<file path="src/include/bldm_pkg.sv">
package bldm_pkg;

  // ****************************************
  // Register indices (byte address = 4 * index)
  // ****************************************
  localparam logic [3:0] BLDM_IDX_CMD = 4'h0;
  localparam logic [3:0] BLDM_IDX_CTRL1 = 4'h1;
  localparam logic [3:0] BLDM_IDX_AXIS = 4'h2;
  localparam logic [3:0] BLDM_IDX_ERR = 4'h3;
  localparam logic [3:0] BLDM_IDX_DEST_LO = 4'h4;
  localparam logic [3:0] BLDM_IDX_DEST_HI = 4'h5;
  localparam logic [3:0] BLDM_IDX_DIMX = 4'h6;
  localparam logic [3:0] BLDM_IDX_DIMY = 4'h7;
  localparam logic [3:0] BLDM_IDX_PITCH = 4'h8;
  localparam logic [3:0] BLDM_IDX_COLOR = 4'ha;

  // ****************************************
  // Field positions
  // ****************************************
  localparam int BLDM_CMD_START = 0;
  localparam int BLDM_CMD_HICOL = 1;
  localparam int BLDM_C1_LINE = 11;
  localparam int BLDM_C1_YMAJOR = 9;
  localparam int BLDM_C1_YUP = 8;
  localparam int BLDM_STEP_W = 10;
  localparam int BLDM_ADDR_W = 21;
  localparam int BLDM_PITCH_SHIFT = 3;

  // ****************************************
  // Reset values
  // ****************************************
  localparam logic [15:0] BLDM_RST_REG16 = 16'h0000;
  localparam logic [9:0] BLDM_RST_STEP = 10'h000;
  localparam logic [4:0] BLDM_RST_DEST_HI = 5'h00;
  localparam logic [31:0] BLDM_RST_PRDATA = 32'h0000_0000;

  // ****************************************
  // Types
  // ****************************************
  typedef enum logic [0:0] {
    BLDM_IDLE,
    BLDM_RUN
  } bldm_state_e;

  // Display memory write request
  typedef struct packed {
    logic [BLDM_ADDR_W-1:0] addr;
    logic [15:0] data;
    logic [1:0] be;
    logic [5:0] pat_idx;
  } bldm_mem_req_s;

  // All state of the engine
  typedef struct packed {
    bldm_state_e state;
    logic hicol;
    logic line_en;
    logic ymajor;
    logic yup;
    logic [9:0] axis_step;
    logic [9:0] err_step;
    logic [15:0] dest_lo;
    logic [4:0] dest_hi;
    logic [15:0] dimx;
    logic [15:0] dimy;
    logic [15:0] pitch;
    logic [15:0] color;
    logic [31:0] prdata;
    logic pslverr;
    logic [9:0] err;
    logic [15:0] cnt;
    logic [15:0] ycnt;
    logic [2:0] prow;
    logic [BLDM_ADDR_W-1:0] row_start;
    logic mem_valid;
    bldm_mem_req_s mem;
  } bldm_st_s;

endpackage : bldm_pkg

</file>
<file path="src/verilog/bldm_err_step.sv">
`timescale 1ns/1ps

// ****************************************
// Error accumulator step
// ****************************************
module bldm_err_step #(
  parameter int W = 10
) (
  input wire logic [W-1:0] err_in,
  input wire logic [W-1:0] step,
  output logic [W-1:0] err_out,
  output logic ovf
);

  logic [W:0] sum;

  // Carry out of the accumulator means a minor-axis move
  always_comb begin
    sum = {1'b0, err_in} + {1'b0, step};
    err_out = sum[W-1:0];
    ovf = sum[W];
  end

endmodule : bldm_err_step

</file>
<file path="src/verilog/bldm_engine.sv">
`timescale 1ns/1ps

// How it works
// Control bit 11 selects line draw
// Bit 9 major axis, bit 8 direction
// Axis step and error step registers
// Dimension registers give line extents
// Lines always drawn left to right
// Software loads rest as rectangle fill
// Software clears line bit afterwards
// One contiguous area, no interleave
// Text copies planar, font maps masked
// Character copies use eight-fold values
// High colour packed, doubled widths, pitch
// High colour right-to-left uses second byte
// High colour pattern repeats four by eight
// One pixel per major step, error carry
module bldm_engine
  import bldm_pkg::*;
(
  input wire logic sys_clk,
  input wire logic rst,
  input wire logic psel,
  input wire logic penable,
  input wire logic pwrite,
  input wire logic [31:0] paddr,
  input wire logic [31:0] pwdata,
  output logic [31:0] prdata,
  output logic pready,
  output logic pslverr,
  output logic mem_valid,
  input wire logic mem_ready,
  output bldm_mem_req_s mem_req,
  output logic busy
);

  // ****************************************
  // State and helpers
  // ****************************************
  bldm_st_s st_reg;
  bldm_st_s st_next;
  logic [3:0] idx;
  logic mapped;
  logic [31:0] rd_val;
  logic [9:0] err_nx;
  logic err_ovf;
  logic [BLDM_ADDR_W-1:0] dest;
  logic [BLDM_ADDR_W-1:0] pitch_b;
  logic [BLDM_ADDR_W-1:0] bpp;
  logic [15:0] major_ext;
  logic last_major;
  logic last_col;
  logic last_row;
  logic [BLDM_ADDR_W-1:0] vstep;
  logic [BLDM_ADDR_W-1:0] addr_nx;
  logic vmove;
  logic fire;

  assign idx = paddr[5:2];
  assign pready = psel & penable;
  assign prdata = st_reg.prdata;
  assign pslverr = st_reg.pslverr & pready;
  assign mem_valid = st_reg.mem_valid;
  assign mem_req = st_reg.mem;
  assign busy = (st_reg.state == BLDM_RUN);
  assign dest = {st_reg.dest_hi, st_reg.dest_lo};
  // Pitch register holds eight times the byte distance between rows
  assign pitch_b = BLDM_ADDR_W'({st_reg.pitch >> BLDM_PITCH_SHIFT});
  // A high-colour pixel spans two packed bytes
  assign bpp = st_reg.hicol ? BLDM_ADDR_W'(2) : BLDM_ADDR_W'(1);
  assign fire = st_reg.mem_valid & mem_ready;

  // error carry step
  bldm_err_step #(
    .W(BLDM_STEP_W)
  ) u_err (
    .err_in(st_reg.err),
    .step(st_reg.err_step),
    .err_out(err_nx),
    .ovf(err_ovf)
  );

  // ****************************************
  // Register read decode
  // ****************************************
  always_comb begin
    mapped = 1'b1;
    rd_val = 32'h0000_0000;
    case (idx)
      BLDM_IDX_CMD: begin
        rd_val[BLDM_CMD_START] = busy;
        rd_val[BLDM_CMD_HICOL] = st_reg.hicol;
      end
      // line bit readback
      BLDM_IDX_CTRL1: begin
        rd_val[BLDM_C1_LINE] = st_reg.line_en;
        rd_val[BLDM_C1_YMAJOR] = st_reg.ymajor;
        rd_val[BLDM_C1_YUP] = st_reg.yup;
      end
      BLDM_IDX_AXIS: rd_val[9:0] = st_reg.axis_step;
      BLDM_IDX_ERR: rd_val[9:0] = st_reg.err_step;
      BLDM_IDX_DEST_LO: rd_val[15:0] = st_reg.dest_lo;
      BLDM_IDX_DEST_HI: rd_val[4:0] = st_reg.dest_hi;
      BLDM_IDX_DIMX: rd_val[15:0] = st_reg.dimx;
      BLDM_IDX_DIMY: rd_val[15:0] = st_reg.dimy;
      BLDM_IDX_PITCH: rd_val[15:0] = st_reg.pitch;
      BLDM_IDX_COLOR: rd_val[15:0] = st_reg.color;
      default: mapped = 1'b0;
    endcase
    if (paddr[31:6] != 26'h0 || paddr[1:0] != 2'h0) begin
      mapped = 1'b0;
      rd_val = 32'h0000_0000;
    end
  end

  // ****************************************
  // Walk step decisions
  // ****************************************
  always_comb begin
    // extent along the dominant axis
    major_ext = st_reg.ymajor ? st_reg.dimy : st_reg.dimx;
    last_major = ({1'b0, st_reg.cnt} + 17'h1) >= {1'b0, major_ext};
    // Fill width counts bytes, so a high-colour pixel uses two of it
    last_col = ({1'b0, st_reg.cnt} + (st_reg.hicol ? 17'h2 : 17'h1)) >= {1'b0, st_reg.dimx};
    last_row = ({1'b0, st_reg.ycnt} + 17'h1) >= {1'b0, st_reg.dimy};
    // vertical direction sets sign of the row step
    vstep = st_reg.yup ? (BLDM_ADDR_W'(0) - pitch_b) : pitch_b;
    // major axis always moves, minor on carry
    vmove = st_reg.ymajor ? 1'b1 : err_ovf;
    addr_nx = st_reg.mem.addr;
    if (st_reg.ymajor) begin
      addr_nx = addr_nx + vstep;
      // minor moves only rightwards
      if (err_ovf) begin
        addr_nx = addr_nx + bpp;
      end
    end else begin
      addr_nx = addr_nx + bpp;
      if (err_ovf) begin
        addr_nx = addr_nx + vstep;
      end
    end
  end

  // ****************************************
  // Next state
  // ****************************************
  always_comb begin
    st_next = st_reg;
    // Setup phase captures read data so it comes from a flop
    if (psel && !penable) begin
      st_next.prdata = (!pwrite && mapped) ? rd_val : BLDM_RST_PRDATA;
      st_next.pslverr = !mapped;
    end
    // Register writes; parameters may change mid-walk, software must not
    if (pready && pwrite && mapped) begin
      case (idx)
        BLDM_IDX_CMD: st_next.hicol = pwdata[BLDM_CMD_HICOL];
        // line select bit, cleared only by a software write or reset
        BLDM_IDX_CTRL1: begin
          st_next.line_en = pwdata[BLDM_C1_LINE];
          // axis and direction bits
          st_next.ymajor = pwdata[BLDM_C1_YMAJOR];
          st_next.yup = pwdata[BLDM_C1_YUP];
        end
        // step values, ten bits each
        BLDM_IDX_AXIS: st_next.axis_step = pwdata[9:0];
        BLDM_IDX_ERR: st_next.err_step = pwdata[9:0];
        BLDM_IDX_DEST_LO: st_next.dest_lo = pwdata[15:0];
        BLDM_IDX_DEST_HI: st_next.dest_hi = pwdata[4:0];
        BLDM_IDX_DIMX: st_next.dimx = pwdata[15:0];
        BLDM_IDX_DIMY: st_next.dimy = pwdata[15:0];
        BLDM_IDX_PITCH: st_next.pitch = pwdata[15:0];
        BLDM_IDX_COLOR: st_next.color = pwdata[15:0];
        default: st_next.color = st_reg.color;
      endcase
    end
    case (st_reg.state)
      BLDM_IDLE: begin
        // Start ignored while running; a start write launches first pixel
        if (pready && pwrite && mapped && idx == BLDM_IDX_CMD && pwdata[BLDM_CMD_START]) begin
          st_next.state = BLDM_RUN;
          st_next.hicol = pwdata[BLDM_CMD_HICOL];
          // axis step seeds the error term
          st_next.err = st_reg.axis_step;
          st_next.cnt = 16'h0000;
          st_next.ycnt = 16'h0000;
          st_next.prow = 3'h0;
          // linear start address, no scan-line interleave
          st_next.row_start = dest;
          st_next.mem.addr = dest;
          st_next.mem_valid = 1'b1;
        end
      end
      BLDM_RUN: begin
        if (fire) begin
          if (st_reg.line_en) begin
            // line walk
            if (last_major) begin
              st_next.state = BLDM_IDLE;
              st_next.mem_valid = 1'b0;
            end else begin
              st_next.cnt = st_reg.cnt + 16'h1;
              st_next.err = err_nx;
              st_next.mem.addr = addr_nx;
              if (vmove) begin
                st_next.prow = st_reg.prow + 3'h1;
              end
            end
          end else if (!last_col) begin
            // Solid fill along the row
            st_next.cnt = st_reg.cnt + (st_reg.hicol ? 16'h2 : 16'h1);
            st_next.mem.addr = st_reg.mem.addr + bpp;
          end else if (!last_row) begin
            // next row is one pitch further, contiguous
            st_next.cnt = 16'h0000;
            st_next.ycnt = st_reg.ycnt + 16'h1;
            st_next.prow = st_reg.prow + 3'h1;
            st_next.row_start = st_reg.row_start + pitch_b;
            st_next.mem.addr = st_reg.row_start + pitch_b;
          end else begin
            st_next.state = BLDM_IDLE;
            st_next.mem_valid = 1'b0;
          end
        end
      end
      default: st_next.state = BLDM_IDLE;
    endcase
    // Next-state mode, so the first pixel after a start write is already right
    st_next.mem.data = st_next.hicol ? st_next.color : {2{st_next.color[7:0]}};
    st_next.mem.be = st_next.hicol ? 2'b11 : 2'b01;
    // paired bytes leave only four pattern columns
    st_next.mem.pat_idx = st_next.hicol ? {st_next.prow, st_next.mem.addr[2:1], 1'b0}
                                       : {st_next.prow, st_next.mem.addr[2:0]};
  end

  // ****************************************
  // State register
  // ****************************************
  always_ff @(posedge sys_clk or posedge rst) begin
    if (rst) begin
      st_reg <= '0;
      st_reg.state <= BLDM_IDLE;
      st_reg.axis_step <= BLDM_RST_STEP;
      st_reg.err_step <= BLDM_RST_STEP;
      st_reg.dest_lo <= BLDM_RST_REG16;
      st_reg.dest_hi <= BLDM_RST_DEST_HI;
      st_reg.dimx <= BLDM_RST_REG16;
      st_reg.dimy <= BLDM_RST_REG16;
      st_reg.pitch <= BLDM_RST_REG16;
      st_reg.color <= BLDM_RST_REG16;
      st_reg.prdata <= BLDM_RST_PRDATA;
    end else begin
      st_reg <= st_next;
    end
  end

endmodule : bldm_engine

</file>
<file path="config.mk">
export PLATFORM = sky130hd
export DESIGN_NAME = bldm_engine
export DESIGN_NICKNAME = d
export VERILOG_FILES = /design/src/include/bldm_pkg.sv /design/src/verilog/bldm_err_step.sv /design/src/verilog/bldm_engine.sv
export SDC_FILE = /design/constraint.sdc
export NUM_CORES = 1
export LEC_CHECK = 0
export CAP_MARGIN = 10
export CELL_PAD_IN_SITES_DETAIL_PLACEMENT = 1
export CELL_PAD_IN_SITES_GLOBAL_PLACEMENT = 2
export CORE_UTILIZATION = 44
export CTS_CLUSTER_DIAMETER = 150
export DETAILED_ROUTE_END_ITERATION = 16
export DONT_BUFFER_PORTS = 1
export GPL_TIMING_DRIVEN = 0
export PLACE_DENSITY = 0.94
export SLEW_MARGIN = 15
export SYNTH_ARGS = -nofsm -noshare
export SYNTH_HDL_FRONTEND = slang
export SYNTH_SLANG_ARGS = --single-unit
</file>
<file path="constraint.sdc">
create_clock -name sys_clk -period 20.3 [get_ports sys_clk]
set_input_delay 1.015 -clock sys_clk [delete_from_list [all_inputs] [get_ports sys_clk]]
set_output_delay 1.015 -clock sys_clk [all_outputs]
set_load 0.02 [all_outputs]
</file>
Yosys cells after proc, flatten, opt, wreduce, memory -nomap -nowiden. Index checks and enable logic that the tools add are counted.

Reductions and logical operators: 26. Shifts and indexed selects: 0. Magnitude comparators: 3. Eq/ne operators: 21. Add/subtract/negate cells: 14. Multiplexer cells: 62. Bitwise operators: 4. Divide/modulo/power cells: 0. Multiply operators: 0.

Operator list (count): 16-bit 2-to-1 mux (11); 88-bit 2-to-1 mux (2); 88-bit one-hot mux with 2 select lines (1); 21-bit 2-to-1 mux (8); 109-bit 2-to-1 mux (1); 56-bit 2-to-1 mux (1); 17-bit by 16-bit >= comparator with 1-bit output (3); 21-bit by 2-bit adder with 21-bit output (2); 21-bit adder (2); 41-bit 2-to-1 mux (1); 16-bit by 1-bit adder with 17-bit output, second input constant (2); 16-bit by 1-bit adder with 16-bit output, second input constant (2); 32-bit 2-to-1 mux (1); 10-bit 2-to-1 mux (3); 26-bit 2-to-1 mux (1); 26-bit nonzero test (1); 3-bit one-hot mux with 8 select lines (1); 22-bit 2-to-1 mux (1); 21-bit by 13-bit adder with 21-bit output (1); 3-bit one-hot mux with 7 select lines (1); 4-bit one-hot mux with 5 select lines (1); 2-bit one-hot mux with 9 select lines (1); 16-bit by 2-bit adder with 17-bit output (1); 16-bit by 2-bit adder with 16-bit output (1); 31 further kinds (80).

Flip-flop bits (word level): 255. Latch bits: 0. Output and inout port bits: 81. Word-level logic and storage cells: 156. ROM bits: 0. Memories kept: 0. Memory bits (writable): 0. Input bits: 70.

Logic depth before layout (Yosys ltp).
Depth after elaboration: 11. Mapped depth: 21. Gate-level depth less buffers: 17.

Cells and area by module. Synthesis repeated with hierarchy kept, for this count alone.

Cells, all modules: 2028. Area total of the unflattened synthesis: 18083.6 sq um.

By module, submodules not included: bldm_engine (cells each 1976, seq. area each 5630.4 sq um, instances 1, area an instance 17649.4 sq um); bldm_err_step (cells each 52, seq. area each 0.0 sq um, instances 1, area an instance 434.2 sq um).

Worst setup path after synthesis. OpenSTA, ideal clock, no wires.

Path kind: register to register. From: register st_reg, in the netlist pitch_b[0]. To: register st_reg, in the netlist mem_req[43]. Buffers on the path: 1. Setup time: 131 ps. Path slack: 15882 ps. Arrival time: 4287 ps. Required time: 20169 ps. Clock period less this slack: 4418 ps. Stages on the path, launching flop included: 15. Cell sequence: dfrtp_1 > or3_1 > or3_1 > o31a_1 > clkbuf_1 > ha_1 > nand2_1 > o21ai_1 > mux2_2 > a311oi_1 > nand4_1 > nand4b_1 > o211a_1 > o31ai_1 > nand3_1.

Word-level cells in the longest chain between the ends: 10. Elaborated cells between the ends (all ways): 15. Classes of those cells: 5 x add/sub; 10 x mux.

Ends and longest elaborated chain: start, declared (RTL line bldm_engine.sv:40) `bldm_st_s st_reg;`; start signal, assigned (RTL line bldm_engine.sv:254) `st_reg <= st_next;`; 1-bit by 13-bit subtractor with 14-bit output (RTL line bldm_engine.sv:127) `vstep = st_reg.yup ? (BLDM_ADDR_W'(0) - pitch_b) : pitch_b;`; 21-bit 2-to-1 mux (RTL line bldm_engine.sv:127); 21-bit adder (RTL line bldm_engine.sv:132) `addr_nx = addr_nx + vstep;`; 21-bit by 2-bit adder with 21-bit output (RTL line bldm_engine.sv:135) `addr_nx = addr_nx + bpp;`; 21-bit 2-to-1 mux (RTL line bldm_engine.sv:134) `if (err_ovf) begin`; 21-bit 2-to-1 mux (RTL line bldm_engine.sv:131) `if (st_reg.ymajor) begin`; 21-bit 2-to-1 mux (RTL line bldm_engine.sv:199) `if (last_major) begin`; 22-bit 2-to-1 mux * (RTL line bldm_engine.sv:197) `if (st_reg.line_en) begin`; 88-bit 2-to-1 mux * (RTL line bldm_engine.sv:196) `if (fire) begin`; 88-bit one-hot mux with 2 select lines * (RTL line bldm_engine.sv:178) `case (st_reg.state)`.

Every way passes the cells marked *; elsewhere a longest branch is shown, timed or not. The select of a mux whose other input is x is not followed. A chain may end at the register's enable or synchronous reset.

Final worst setup path.
From: register st_reg[253] (netlist name). To: register st_reg[46] (netlist name).

Word-level cells in the longest chain between the ends: 5.

Ends and longest elaborated chain: 2-bit 2-to-1 mux (RTL line bldm_engine.sv:124) `last_col = ({1'b0, st_reg.cnt} + (st_reg.hicol ? 17'h2 : 17'h1)) >= {1'b0, st_reg.dimx};`; 16-bit by 2-bit adder with 17-bit output (RTL line bldm_engine.sv:124); 17-bit by 16-bit >= comparator with 1-bit output (RTL line bldm_engine.sv:124); 2-bit by 1-bit inequality test with 1-bit output (no line); 5-bit AND reduction (no line).

No other way between the ends.

==> impl_metrics.py <==
metrics = {
    "power_and_ir_drop": {
        "pwr-share-clk_pct": 49.7,
        "p_leak_nw": 9.22,
        "p_switching_uw": 232,
        "irDropWorstVdd_uv": 47.0,
        "totalPowerFinal_uw": 957,
        "power.internal_uw": 726,
        "power_frac_comb_pct": 3.4,
        "power_density_nw_per_um2": 48.9,
        "power_frac_seq_pct": 46.9,
        "p_sw_share_pct": 24.2,
    },
    "sta": {
        "setup_slack_ps": 13950,
        "whs_ps": 288,
        "min_period_ps": 6350,
        "slew-limit-headroom_pct": 10.9,
        "rsz0062_at_grt": "no",
        "hold_viol": 0,
        "tightest_slew_ps": 1330,
        "min_period_over_period_pct": 31.3,
        "tns_ps": 0,
        "worst_clock_skew_ps": 25.9,
        "max_freq_mhz": 157,
        "finalSetupViolCount": 0,
        "slew_viol_final": 0,
    },
    "grt": {
        "grt_pass1_vias": 17500,
        "grt.total_usage_pct": 34.5,
        "grt_pass1_wl_um": 108000,
        "gr-total-overflow": 0,
        "grt_max_degree": 106,
        "antenna_found_initial": 3,
    },
    "final_layout": {
        "drive_above_1_share_pct": 11.9,
        "diodes": 0,
        "syn2layout_area_growth_pct": 9.06,
        "fill_cells": 4741,
        "largest_reg_flops": 131,
        "fin_nets": 2281,
        "final_cell_area_um2": 19600,
    },
    "clocking": {
        "post_cts_buffers": 0,
        "clkTransAtPathRegs_ps": 60,
        "ctsHoldBuffers": 0,
        "clk_path_buf_depth": 3,
        "cts_inserted_buffers": 25,
        "cts-root-buf": "clkbuf_16",
        "clk_latency_ps": 570,
        "htree_levels": 1,
        "cts_sinks": 225,
        "cts_tree": "yes",
        "cts_resized": 0,
    },
    "detailed_routing": {
        "dr_total_vias": 17000,
        "detail-route-antenna-nets": 0,
        "vias_per_cell": 6.48,
        "first_pass_iters": 7,
        "routed_wl_um": 71600,
        "drc": 0,
        "drt_iter0_drc": 1731,
        "wire_per_inst_um": 27.3,
    },
    "worst_setup_path": {
        "cp_cell_sequence": "inv_1 > ha_1 > fa_1 > nand3_1 > nor3_1 > xor2_1 > ha_1 > nand4_1 > nor3_1 > o21ai_0 > a21oi_1 > or2_1 > buf_2 > nand2_1 > nor3_2 > buf_2 > a22oi_1 > nand2_1",
        "critPathCaptureType": "flip-flop",
        "crit_slowest_cell": "nor3_2",
        "cp-start-kind": "flip-flop",
        "cpPeakStageDelay_ps": 990,
        "cp_data_arrival_time_ps": 6850,
        "criticalPathCategory": "reg -> reg",
        "cp_max_fo": 10,
        "critPathRequiredTime_ps": 20800,
    },
    "flow_run": {
        "drv_cap": 0,
    },
    "synthesis": {
        "async_reset_ff_share_pct": 100,
        "ys_warn_count": 0,
        "synth_most_common_cell": "dfrtp_1",
        "synth_common_cells": "225 x dfrtp_1, 199 x nand2_1, 134 x o21ai_0, 124 x ha_1, 114 x nor2_1",
        "synth_seq_cells": 225,
        "synth_flop_cell": "dfrtp_1",
        "avgSynthCellArea_um2": 8.83,
        "synth_top_area_share_pct": 31.4,
        "synth_area_leaders": "dfrtp_1 31%, ha_1 8.6%, mux2_2 5.0%, nand2_1 4.2%, xnor2_1 4.0%",
        "syn_inst": 2034,
        "synth_edf_count": 0,
        "syn-cell-area_um2": 18000,
        "yosysSeqAreaShare_pct": 31.4,
        "yosysUniqueCellTypes": 91,
        "yosys.area.top_type": "dfrtp_1",
    },
    "floorplanning": {
        "core_area_um2": 40000,
        "dieWidth_um": 204,
        "fp.dieH_um": 204,
        "die_area_um2": 41600,
        "rows": 73,
        "start_util_pct": 44.9,
        "top_level_ports": 151,
    },
    "place": {
        "port_buffers": 0,
        "dp_hpwl_um": 56000,
        "place_area_um2": 18800,
        "dp_slack_ps": 14300,
        "gp_congestion": 0.992,
    },
    "status": {
        "status": "finished clean",
    },
    "hold_path": {
        "hp-class": "in -> async",
    },
}
==> worst paths after layout <==
path	from	to	slack [ps]	cells past startpoint
worst max-delay path	st_reg[253]	st_reg[46]	13950	18
worst min-delay path	rst	st_reg[94]	290	1
worst max register to register	st_reg[253]	st_reg[46]	13950	18
worst min register to register	st_reg[110]	st_reg[110]	490	2
max in group asynchronous	rst	st_reg[105]	18740	3
min in group sys_clk	st_reg[110]	st_reg[110]	490	2
==> stage by stage <==
step           instances  util (%)
6_report            2623      48.9
5_1_grt             2623      48.9
4_1_cts             2623      48.9
3_5_place_dp        2578      46.9
3_3_place_gp        2574      46.7
2_1_floorplan       2049         -
==> critical path, delay by kind of cell (launching register included) <==
| family | cells | cell delay, ps |
|---|---|---|
| adder cells (fa/ha/maj) | 3 | 1140 |
| flip-flops | 1 | 880 |
| AO/OA/AOI/OAI | 3 | 650 |
| XOR/XNOR | 1 | 210 |
| buffers and inverters | 3 | 1080 |
| AND/OR/NAND/NOR | 8 | 2300 |
==> routing by layer <==
| layer | global-route usage [%] | wire (um) | vias up |
|---|---|---|---|
| met5 | 0 | 0 | - |
| met4 | 13.3 | 2830 | 0 |
| met3 | 7.49 | 5920 | 163 |
| met2 | 54.2 | 32500 | 688 |
| met1 | 46.2 | 30400 | 8625 |
| li1 | - | - | 7523 |
==> cells in the final DEF (no fill, tap or decap), types with 35 or more instances in the layout <==
master,netlist,routed
a211oi_1,35,35
a21o_1,36,36
a21oi_1,94,94
a22oi_1,58,58
buf_4,78,80
clkbuf_1,70,74
dfrtp_1,225,225
ha_1,124,124
inv_1,66,65
mux2_2,79,79
mux2i_1,35,35
nand2_1,199,199
nand3_1,71,71
nor2_1,114,114
o21ai_0,134,134
xnor2_1,81,81
xor2_1,50,50
==> cells by family after synthesis <==
kind of cell	Yosys count	synth area share [%]
AOI/OAI and AO/OA	586	22.4
xor gates and xnor gates	131	6.39
adders and majority gates	131	9.42
buffers and inverters	238	6.75
DFF	225	31.4
muxes	115	7.03
other	2	0.0418
and+or+nand+nor	606	16.6
==> cell type report <==
class / count / area, um^2 / area share (%)
clock buffers: 30 / 654 / 3.34
repair buffers: 4 / 70.1 / 0.358
multi-input cells: 1586 / 11200 / 57.1
plain buffers: 170 / 956 / 4.88
clock inverters: 15 / 165 / 0.843
well taps: 525 / 657 / 3.35
inverters: 68 / 263 / 1.34
flip-flops and latches: 225 / 5630 / 28.8
==> power groups by stage <==
| stage | logic [mW] | registers [mW] | clock network (mW) |
|---|---|---|---|
| detailed placement | 0.0320 | 0.457 | 0 |
| global route | 0.0353 | 0.449 | 0.494 |
| CTS | 0.0321 | 0.449 | 0.478 |
| floorplan | 0.0219 | 0.457 | 0 |
| global placement | 0.0302 | 0.457 | 0 |
| finish | 0.0326 | 0.449 | 0.476 |
Note: power is estimated with default switching activity, not from simulation.
